`src/design/adc_ctrl_map.svh`:
```
// Register offsets, field positions, reset values and serial frame layout
`ifndef ADC_CTRL_MAP_SVH
`define ADC_CTRL_MAP_SVH
`define ADDR_DEVICE_CONTROL 2'h0
`define ADDR_PATTERN_UPPER 2'h1
`define ADDR_PATTERN_LOWER 2'h2
`define RST_DEVICE_CONTROL 8'h08
`define RST_PATTERN_UPPER 8'h00
`define RST_PATTERN_LOWER 8'h00
`define MODE_HI 7
`define MODE_LO 6
`define LANE_CFG_BIT 5
`define DCS_BIT 4
`define FORMAT_BIT 3
`define ALIGN_BIT 2
`define PD_A_BIT 1
`define PD_B_BIT 0
`define PAT_UPPER_HI 5
`define FIXED_PATTERN 14'h298e
`define FRAME_BITS 5'h10
`define FRAME_RW_BIT 15
`define FRAME_ADDR_HI 9
`define FRAME_ADDR_LO 8
`define FRAME_DATA_HI 7
`define SDO_FIRST 5'h09
`define CNT_MAX 5'h1f
`define CNT_ONE 5'h01
`define ZERO_WORD 14'h0000
`define ZERO_BYTE 8'h00
`endif

```
`src/design/adc_ctrl_pkg.sv`:
```
// Types shared by the control register bank
package adc_ctrl_pkg;
    typedef enum logic [1:0] {
        mode_normal,
        mode_fixed_pattern,
        mode_user_pattern,
        mode_reserved
    } op_mode_t;
    typedef logic [13:0] sample_t;
    typedef logic [7:0] reg_byte_t;
endpackage

```
`src/design/adc_control_register_bank.sv`:
```
// Serial control register bank and output control of the dual converter
`timescale 1ns/1ps
`default_nettype none
`include "adc_ctrl_map.svh"
// Function
// Mode 00 normal; host avoids code 11
// Mode 01 outputs fixed 14-bit pattern
// Mode 10 outputs user pattern registers
// Lane bit clear: split over both lanes
// Lane bit set: second lane only
// Bit four enables duty cycle stabilizer
// Bit three selects two's complement format
// Host keeps alignment clear in single lane
// Alignment clear: words staggered half word
// Alignment set: second lane delayed cycle
// Bit one powers down channel A
// Bit zero powers down channel B
// Control register address zero, reset 08h
// Address one holds pattern bits 13:8
// Host writes zero to reserved bits
// Address two holds pattern low byte
// Exactly sixteen clocks; short frames discarded
// Serial enable selects registers over pins
// First bit one reads, zero writes
// Reads return stored value, no effect
module adc_control_register_bank (
    // Clock and reset
    input wire logic mclk,
    input wire logic rst,
    // Serial control interface
    input wire logic serial_enable,
    input wire logic serial_select_n,
    input wire logic sclk,
    input wire logic sdi,
    output logic sdo,
    output logic sdo_oe,
    // Direct control pins
    input wire logic pin_test,
    input wire logic pin_lane_cfg,
    input wire logic pin_dcs,
    input wire logic pin_format,
    input wire logic pin_align,
    input wire logic pin_pd_a,
    input wire logic pin_pd_b,
    // Converter core samples, offset binary
    input wire adc_ctrl_pkg::sample_t sample_a,
    input wire adc_ctrl_pkg::sample_t sample_b,
    // Output words towards the serializer
    output adc_ctrl_pkg::sample_t word_a,
    output adc_ctrl_pkg::sample_t word_b,
    // Lane, clock and power-down control
    output logic first_data_lane_oe_a,
    output logic first_data_lane_oe_b,
    output logic dual_lane,
    output logic word_stagger,
    output logic second_lane_delay,
    output logic dcs_enable,
    output logic powerdown_a,
    output logic powerdown_b
);
    import adc_ctrl_pkg::*;

    logic sclk_ff;
    logic select_n_ff;
    logic [4:0] bit_cnt_ff;
    logic [15:0] shift_ff;
    logic [1:0] addr_ff;
    logic sdo_ff;
    sample_t word_a_ff;
    sample_t word_b_ff;
    logic [4:0] nxt_bit_cnt;
    logic [15:0] nxt_shift;
    reg_byte_t ctrl_q;
    reg_byte_t pat_hi_q;
    reg_byte_t pat_lo_q;
    reg_byte_t read_byte;

    // Edge detection of serial clock and select on the converter clock
    wire sclk_rise = sclk & ~sclk_ff;
    wire sclk_fall = ~sclk & sclk_ff;
    wire frame_end = serial_select_n & ~select_n_ff;
    wire in_frame = ~serial_select_n;

    // Frame completes only with exactly sixteen bits shifted in
    wire frame_full = (bit_cnt_ff == `FRAME_BITS);
    wire frame_read = shift_ff[`FRAME_RW_BIT];
    wire [1:0] frame_addr = shift_ff[`FRAME_ADDR_HI:`FRAME_ADDR_LO];
    wire reg_byte_t frame_data = shift_ff[`FRAME_DATA_HI:0];
    wire commit = frame_end & frame_full & serial_enable;
    wire do_write = commit & ~frame_read;
    wire wr_ctrl = do_write & (frame_addr == `ADDR_DEVICE_CONTROL);
    wire wr_pat_hi = do_write & (frame_addr == `ADDR_PATTERN_UPPER);
    wire wr_pat_lo = do_write & (frame_addr == `ADDR_PATTERN_LOWER);

    // Bit counter saturates so over-long frames never look complete
    assign nxt_bit_cnt = (bit_cnt_ff == `CNT_MAX) ? bit_cnt_ff
                       : bit_cnt_ff + `CNT_ONE;
    assign nxt_shift = {shift_ff[14:0], sdi};

    // Serial front end; a new select assertion restarts the frame
    always_ff @(posedge mclk or posedge rst) begin
        if (rst) begin
            sclk_ff <= 1'b0;
            select_n_ff <= 1'b1;
            bit_cnt_ff <= 5'h00;
            shift_ff <= 16'h0000;
        end else begin
            sclk_ff <= sclk;
            select_n_ff <= serial_select_n;
            if (serial_select_n) begin
                bit_cnt_ff <= 5'h00;
            end else if (sclk_rise) begin
                bit_cnt_ff <= nxt_bit_cnt;
                shift_ff <= nxt_shift;
            end
        end
    end

    // Address is kept only from complete frames, default zero
    always_ff @(posedge mclk or posedge rst) begin
        if (rst) begin
            addr_ff <= `ADDR_DEVICE_CONTROL;
        end else if (commit) begin
            addr_ff <= frame_addr;
        end
    end

    ctrl_reg #(.RESET_VALUE(`RST_DEVICE_CONTROL)) u_device_control (
        .mclk(mclk),
        .rst(rst),
        .wr_en(wr_ctrl),
        .wr_data(frame_data),
        .value(ctrl_q)
    );

    ctrl_reg #(.RESET_VALUE(`RST_PATTERN_UPPER)) u_user_pattern_upper (
        .mclk(mclk),
        .rst(rst),
        .wr_en(wr_pat_hi),
        .wr_data(frame_data),
        .value(pat_hi_q)
    );

    ctrl_reg #(.RESET_VALUE(`RST_PATTERN_LOWER)) u_user_pattern_lower (
        .mclk(mclk),
        .rst(rst),
        .wr_en(wr_pat_lo),
        .wr_data(frame_data),
        .value(pat_lo_q)
    );

    // Read mux over the stored address; reserved bits come back as stored
    assign read_byte = (addr_ff == `ADDR_DEVICE_CONTROL) ? ctrl_q
                     : (addr_ff == `ADDR_PATTERN_UPPER) ? pat_hi_q
                     : (addr_ff == `ADDR_PATTERN_LOWER) ? pat_lo_q
                     : `ZERO_BYTE;
    wire [4:0] sdo_idx_full = `FRAME_BITS - bit_cnt_ff;
    wire [2:0] sdo_idx = sdo_idx_full[2:0];
    wire sdo_slot = (bit_cnt_ff >= `SDO_FIRST) & (bit_cnt_ff <= `FRAME_BITS);

    // Read data leaves msb first on falling edges nine to sixteen
    always_ff @(posedge mclk or posedge rst) begin
        if (rst) begin
            sdo_ff <= 1'b0;
        end else if (serial_select_n) begin
            sdo_ff <= 1'b0;
        end else if (sclk_fall & sdo_slot) begin
            sdo_ff <= read_byte[sdo_idx];
        end
    end

    assign sdo = sdo_ff;
    assign sdo_oe = in_frame & serial_enable;

    // Registers govern while serial access is enabled, else the pins
    wire op_mode_t reg_mode = op_mode_t'(ctrl_q[`MODE_HI:`MODE_LO]);
    wire op_mode_t pin_mode = pin_test ? mode_fixed_pattern : mode_normal;
    wire op_mode_t eff_mode = serial_enable ? reg_mode : pin_mode;
    wire lane_single = serial_enable ? ctrl_q[`LANE_CFG_BIT]
                     : pin_lane_cfg;
    wire align_set = serial_enable ? ctrl_q[`ALIGN_BIT] : pin_align;
    wire twos_comp = serial_enable ? ctrl_q[`FORMAT_BIT] : pin_format;
    assign dcs_enable = serial_enable ? ctrl_q[`DCS_BIT] : pin_dcs;
    assign powerdown_a = serial_enable ? ctrl_q[`PD_A_BIT]
                       : pin_pd_a;
    assign powerdown_b = serial_enable ? ctrl_q[`PD_B_BIT]
                       : pin_pd_b;

    // Lane control; alignment is only honoured in dual-lane mode
    assign dual_lane = ~lane_single;
    assign first_data_lane_oe_a = ~lane_single;
    assign first_data_lane_oe_b = ~lane_single;
    assign word_stagger = ~lane_single & ~align_set;
    assign second_lane_delay = ~lane_single & align_set;

    // Pattern assembly and number format; reserved mode behaves as normal
    wire sample_t user_pat = {pat_hi_q[`PAT_UPPER_HI:0], pat_lo_q};
    wire sample_t conv_a = twos_comp ? {~sample_a[13], sample_a[12:0]}
                         : sample_a;
    wire sample_t conv_b = twos_comp ? {~sample_b[13], sample_b[12:0]}
                         : sample_b;
    sample_t sel_a;
    sample_t sel_b;

    always_comb begin
        case (eff_mode)
            mode_fixed_pattern: begin
                sel_a = `FIXED_PATTERN;
                sel_b = `FIXED_PATTERN;
            end
            mode_user_pattern: begin
                sel_a = user_pat;
                sel_b = user_pat;
            end
            default: begin
                sel_a = conv_a;
                sel_b = conv_b;
            end
        endcase
    end

    // Output words; a powered-down channel parks at zero
    always_ff @(posedge mclk or posedge rst) begin
        if (rst) begin
            word_a_ff <= `ZERO_WORD;
            word_b_ff <= `ZERO_WORD;
        end else begin
            word_a_ff <= powerdown_a ? `ZERO_WORD : sel_a;
            word_b_ff <= powerdown_b ? `ZERO_WORD : sel_b;
        end
    end

    assign word_a = word_a_ff;
    assign word_b = word_b_ff;
endmodule
`default_nettype wire

```
`src/design/ctrl_reg.sv`:
```
// One byte-wide control register with write enable and reset value
`timescale 1ns/1ps
`default_nettype none
module ctrl_reg #(
    parameter logic [7:0] RESET_VALUE = 8'h00
) (
    // Clock and reset
    input wire logic mclk,
    input wire logic rst,
    // Write port
    input wire logic wr_en,
    input wire logic [7:0] wr_data,
    // Stored value
    output logic [7:0] value
);
    logic [7:0] value_ff;

    // Holds its value until a completed write frame updates it
    always_ff @(posedge mclk or posedge rst) begin
        if (rst) begin
            value_ff <= RESET_VALUE;
        end else if (wr_en) begin
            value_ff <= wr_data;
        end
    end

    assign value = value_ff;
endmodule
`default_nettype wire

```
`config.mk`:
```
export PLATFORM = sky130hd
export DESIGN_NAME = adc_control_register_bank
export DESIGN_NICKNAME = d
export VERILOG_FILES = /design/src/design/adc_ctrl_pkg.sv /design/src/design/adc_control_register_bank.sv /design/src/design/ctrl_reg.sv
export VERILOG_INCLUDE_DIRS = /design/src /design/src/design
export SDC_FILE = /design/constraint.sdc
export NUM_CORES = 1
export LEC_CHECK = 0
export ABC_AREA = 1
export BUFFER_PORTS_ARGS = -buffer_cell sky130_fd_sc_hd__buf_2
export CAP_MARGIN = 20
export CORE_ASPECT_RATIO = 1.4
export CORE_MARGIN = 2
export CORE_UTILIZATION = 58
export CTS_CLUSTER_SIZE = 8
export DETAILED_ROUTE_END_ITERATION = 8
export GPL_ROUTABILITY_DRIVEN = 1
export PLACE_DENSITY = 0.84
export SYNTH_ARGS = -nofsm -noshare
export SYNTH_HDL_FRONTEND = slang
export SYNTH_SLANG_ARGS = --single-unit
```
`constraint.sdc`:
```
create_clock -name mclk -period 5.3 [get_ports mclk]
set_input_delay 1.06 -clock mclk [delete_from_list [all_inputs] [get_ports mclk]]
set_output_delay 1.06 -clock mclk [all_outputs]
set_load 0.005 [all_outputs]
```
==> results.sh <==
export IMPL_outcome="finished clean"
export IMPL_p_leak_nw=2.16
export IMPL_postCtsHoldBufs=0
export IMPL_critPathMaxStageDelay_ns=0.28
export IMPL_die_w_um=71.3
export IMPL_grt_pass1_wl_um=14200
export IMPL_start_util_pct=59.6
export IMPL_fin_nets=541
export IMPL_r2r_setup_slack_ns=3.07
export IMPL_crit_buf_inv=4
export IMPL_p_clk_share_pct=33.3
export IMPL_synth_most_common_cell="nand2_1"
export IMPL_ys_seq_area_share_pct=53.2
export IMPL_post_cts_buffers=0
export IMPL_antenna_found_initial=0
export IMPL_crit_reg2reg_launch="u_device_control.value[6]"
export IMPL_port_buffers=78
export IMPL_synth_top_area_cell="dfrtp_1"
export IMPL_synth_flop_cell="dfrtp_1"
export IMPL_placed_cell_area_sq_um=4070
export IMPL_layout_min_cycle_time_ns=3.13
export IMPL_ys_types=27
export IMPL_synthTopCellsByArea="dfrtp_1 52%, nand2_1 9.2%, o21ai_2 6.0%, o21ai_0 5.9%, nor2_1 5.0%"
export IMPL_crit_path_cell_trace="buf_2, inv_1, or2_2, o21ai_0, inv_1, nor2_1, buf_2"
export IMPL_rows=34
export IMPL_critPathLaunchType="primary input"
export IMPL_intPower_mw=0.948
export IMPL_grt_busiest_layer="met2"
export IMPL_syn_cell_area_sq_um=3680
export IMPL_first_pass_iters=5
export IMPL_maxCapViolations=0
export IMPL_ctsResizeCount=0
export IMPL_setup_viol_count_final=0
export IMPL_fin_skew_ns=0.0127
export IMPL_slew_headroom_pct=32.5
export IMPL_drt_total_wl_um=8250
export IMPL_synth_edf_count=0
export IMPL_setup_tns_ns=0
export IMPL_numCtsBuffers=9
export IMPL_cp_top_family="buffers and inverters"
export IMPL_grt_ovfl_total=0
export IMPL_avgSynthCellArea_sq_um=8.75
export IMPL_cts_root_buf="clkbuf_8"
export IMPL_switching_share_pct=29.1
export IMPL_hold_viol=0
export IMPL_fin_area_sq_um=4270
export IMPL_yosysWarnings=0
export IMPL_die_h_um=98.2
export IMPL_wl_per_cell_um=14.5
export IMPL_area_growth_pct=16.2
export IMPL_clock_latency_ns=0.35
export IMPL_required_ns=4.24
export IMPL_globalplace_congestion=0.948
export IMPL_dpl_worst_slack_ns=2.13
export IMPL_power_density_nw_per_um2=313
export IMPL_rsz0062_at_grt="no"
export IMPL_die_area_sq_um=7000
export IMPL_antennaDiodeCount=0
export IMPL_drtIter0Drc=239
export IMPL_fmax_ghz=0.320
export IMPL_ant_nets=0
export IMPL_cp_end_kind="output pin"
export IMPL_crit_arrival_ns=2.07
export IMPL_critical_path_startpoint="serial_enable"
export IMPL_synth_top_area_share_pct=51.7
export IMPL_io_pin_count=79
export IMPL_power_frac_comb_pct=16.2
export IMPL_drcViolationCount=0
export IMPL_clkSinkCount=78
export IMPL_cts_buffer_depth=2
export IMPL_grt_pass1_vias=3063
export IMPL_hpwl_um=6070
export IMPL_viasPerCell=5.34
export IMPL_core_sq_um=6170
export IMPL_met2_usage_pct=43.1
export IMPL_min_path_type="reg2reg"
export IMPL_synth_nets=467
export IMPL_power_switching_mw=0.389
export IMPL_period_share_pct=59.0
export IMPL_p_seq_share_pct=50.5
export IMPL_fillers=494
export IMPL_crit_fanout=12
export IMPL_async_flop_share_pct=100
export IMPL_netlist_instances=420
export IMPL_h_tree_depth=3
export IMPL_setup_slack_ns=2.17
export IMPL_critPathKind="in2out"
export IMPL_grt_util_met1_pct=32.1
export IMPL_use_met3_pct=4.44
export IMPL_min_from="shift_ff[1]"
export IMPL_vias=3050
export IMPL_ir_drop_uv=186
export IMPL_drive_gt1_share_pct=27.5
export IMPL_clkTransAtPathRegs_ns=0.08
export IMPL_final_max_slew_viol_count=0
export IMPL_tightest_slew_ns=1.01
export IMPL_synthTopCellsByCount="90 x nand2_1, 76 x dfrtp_1, 49 x nor2_1"
export IMPL_cpMaxStageDelayCell="or2_2"
export IMPL_track_usage_pct=25.8
export IMPL_cts_tree="done"
export IMPL_synth_seq_cells=78
export IMPL_grt_max_degree=47
## sequential cells by signal, indices dropped and copies added, names as in the netlist, 2 cells and up
| signal | flops |
|---|---|
| shift_ff | 16 |
| word_b | 14 |
| word_a | 14 |
| u_device_control.value | 8 |
| addr_ff | 2 |
| u_user_pattern_upper.value | 8 |
| bit_cnt_ff | 5 |
| u_user_pattern_lower.value | 8 |
## through the flow
step | utilization, % | cells | hold WS (ns) | total power [mW]
global route | 69.2 | 571 | 0.503 | 1.40
floorplan | - | 420 | 0.453 | 0.823
CTS | 69.2 | 571 | 0.493 | 1.34
detailed placement | 66.0 | 555 | 0.473 | 0.902
finish | 69.2 | 571 | 0.493 | 1.34
global placement | 66.0 | 555 | 0.466 | 0.892
## final cells by class
| cell class | instances | area, sq um | share of cell area, % |
|---|---|---|---|
| well taps | 72 | 90.1 | 2.11 |
| multi-input cells | 280 | 1460 | 34.1 |
| clock buffers | 11 | 141 | 3.31 |
| clock inverters | 5 | 58.8 | 1.38 |
| repair buffers | 79 | 398 | 9.32 |
| inverters | 46 | 173 | 4.04 |
| flip-flops and latches | 78 | 1950 | 45.8 |
## worst reg2reg max path, stage by stage (launching register included)
cell,delay [ns]
dfrtp_1,0.40
or2_2,0.29
o21ai_0,0.17
ha_1,0.42
inv_1,0.52
nor2_1,0.11
nor3_1,0.23
## per-layer routing
layer | wire (um) | vias to the layer above
met5 | 0 | -
met4 | 252 | 0
met3 | 391 | 25
met2 | 4270 | 112
met1 | 3340 | 1412
li1 | - | 1501
## power by group through the flow
stage               Clock [mW]  Combinational [mW]  Sequential [mW]
finish                   0.445               0.217            0.675
global route             0.477               0.247            0.681
CTS                      0.451               0.218            0.675
detailed placement           0               0.215            0.687
global placement             0               0.207            0.684
floorplan                    0               0.142            0.681
## final timing paths
check	end	depth (start not counted)
worst max-delay path	word_stagger	7
worst min-delay path	shift_ff[1]	2
worst max register to register	word_a[0]	6
worst min register to register	shift_ff[1]	2
max in group asynchronous	u_device_control.value[3]	3
min in group asynchronous	word_a[5]	2
## logic make-up (layout without fill, tap and decap cells)
kind of cell | Yosys count | count (layout) | share of synthesized area, %
fa+ha+maj | 6 | 6 | 2.04
compound gates | 88 | 88 | 14.7
flops | 78 | 78 | 53.2
buf+inv | 62 | 141 | 7.25
simple gates | 185 | 185 | 22.5
mux | 1 | 1 | 0.272
## placed cells by master (no fill, tap or decap)
cell / Yosys / routed
nand4_1: 1 / 1
nand3_1: 24 / 24
clkinv_2: 0 / 1
clkinv_4: 0 / 1
a21oi_1: 17 / 17
ha_1: 6 / 6
nand2_2: 6 / 6
clkinvlp_4: 0 / 2
nand4_4: 1 / 1
inv_2: 2 / 3
nor3_1: 8 / 8
buf_4: 2 / 1
bufinv_16: 0 / 1
nand2_1: 90 / 90
nand3_4: 3 / 3
nor3_4: 1 / 1
o21ai_2: 25 / 25
mux2i_1: 1 / 1
o31ai_1: 1 / 1
o211ai_1: 2 / 2
clkbuf_1: 7 / 1
clkbuf_8: 0 / 10
nor2_1: 49 / 49
dfrtp_1: 76 / 76
clkinv_1: 5 / 5
inv_1: 39 / 38
buf_2: 3 / 78
or2_2: 2 / 2
o21ai_0: 43 / 43
dfstp_2: 2 / 2
Note: power is estimated with default switching activity, not from simulation.
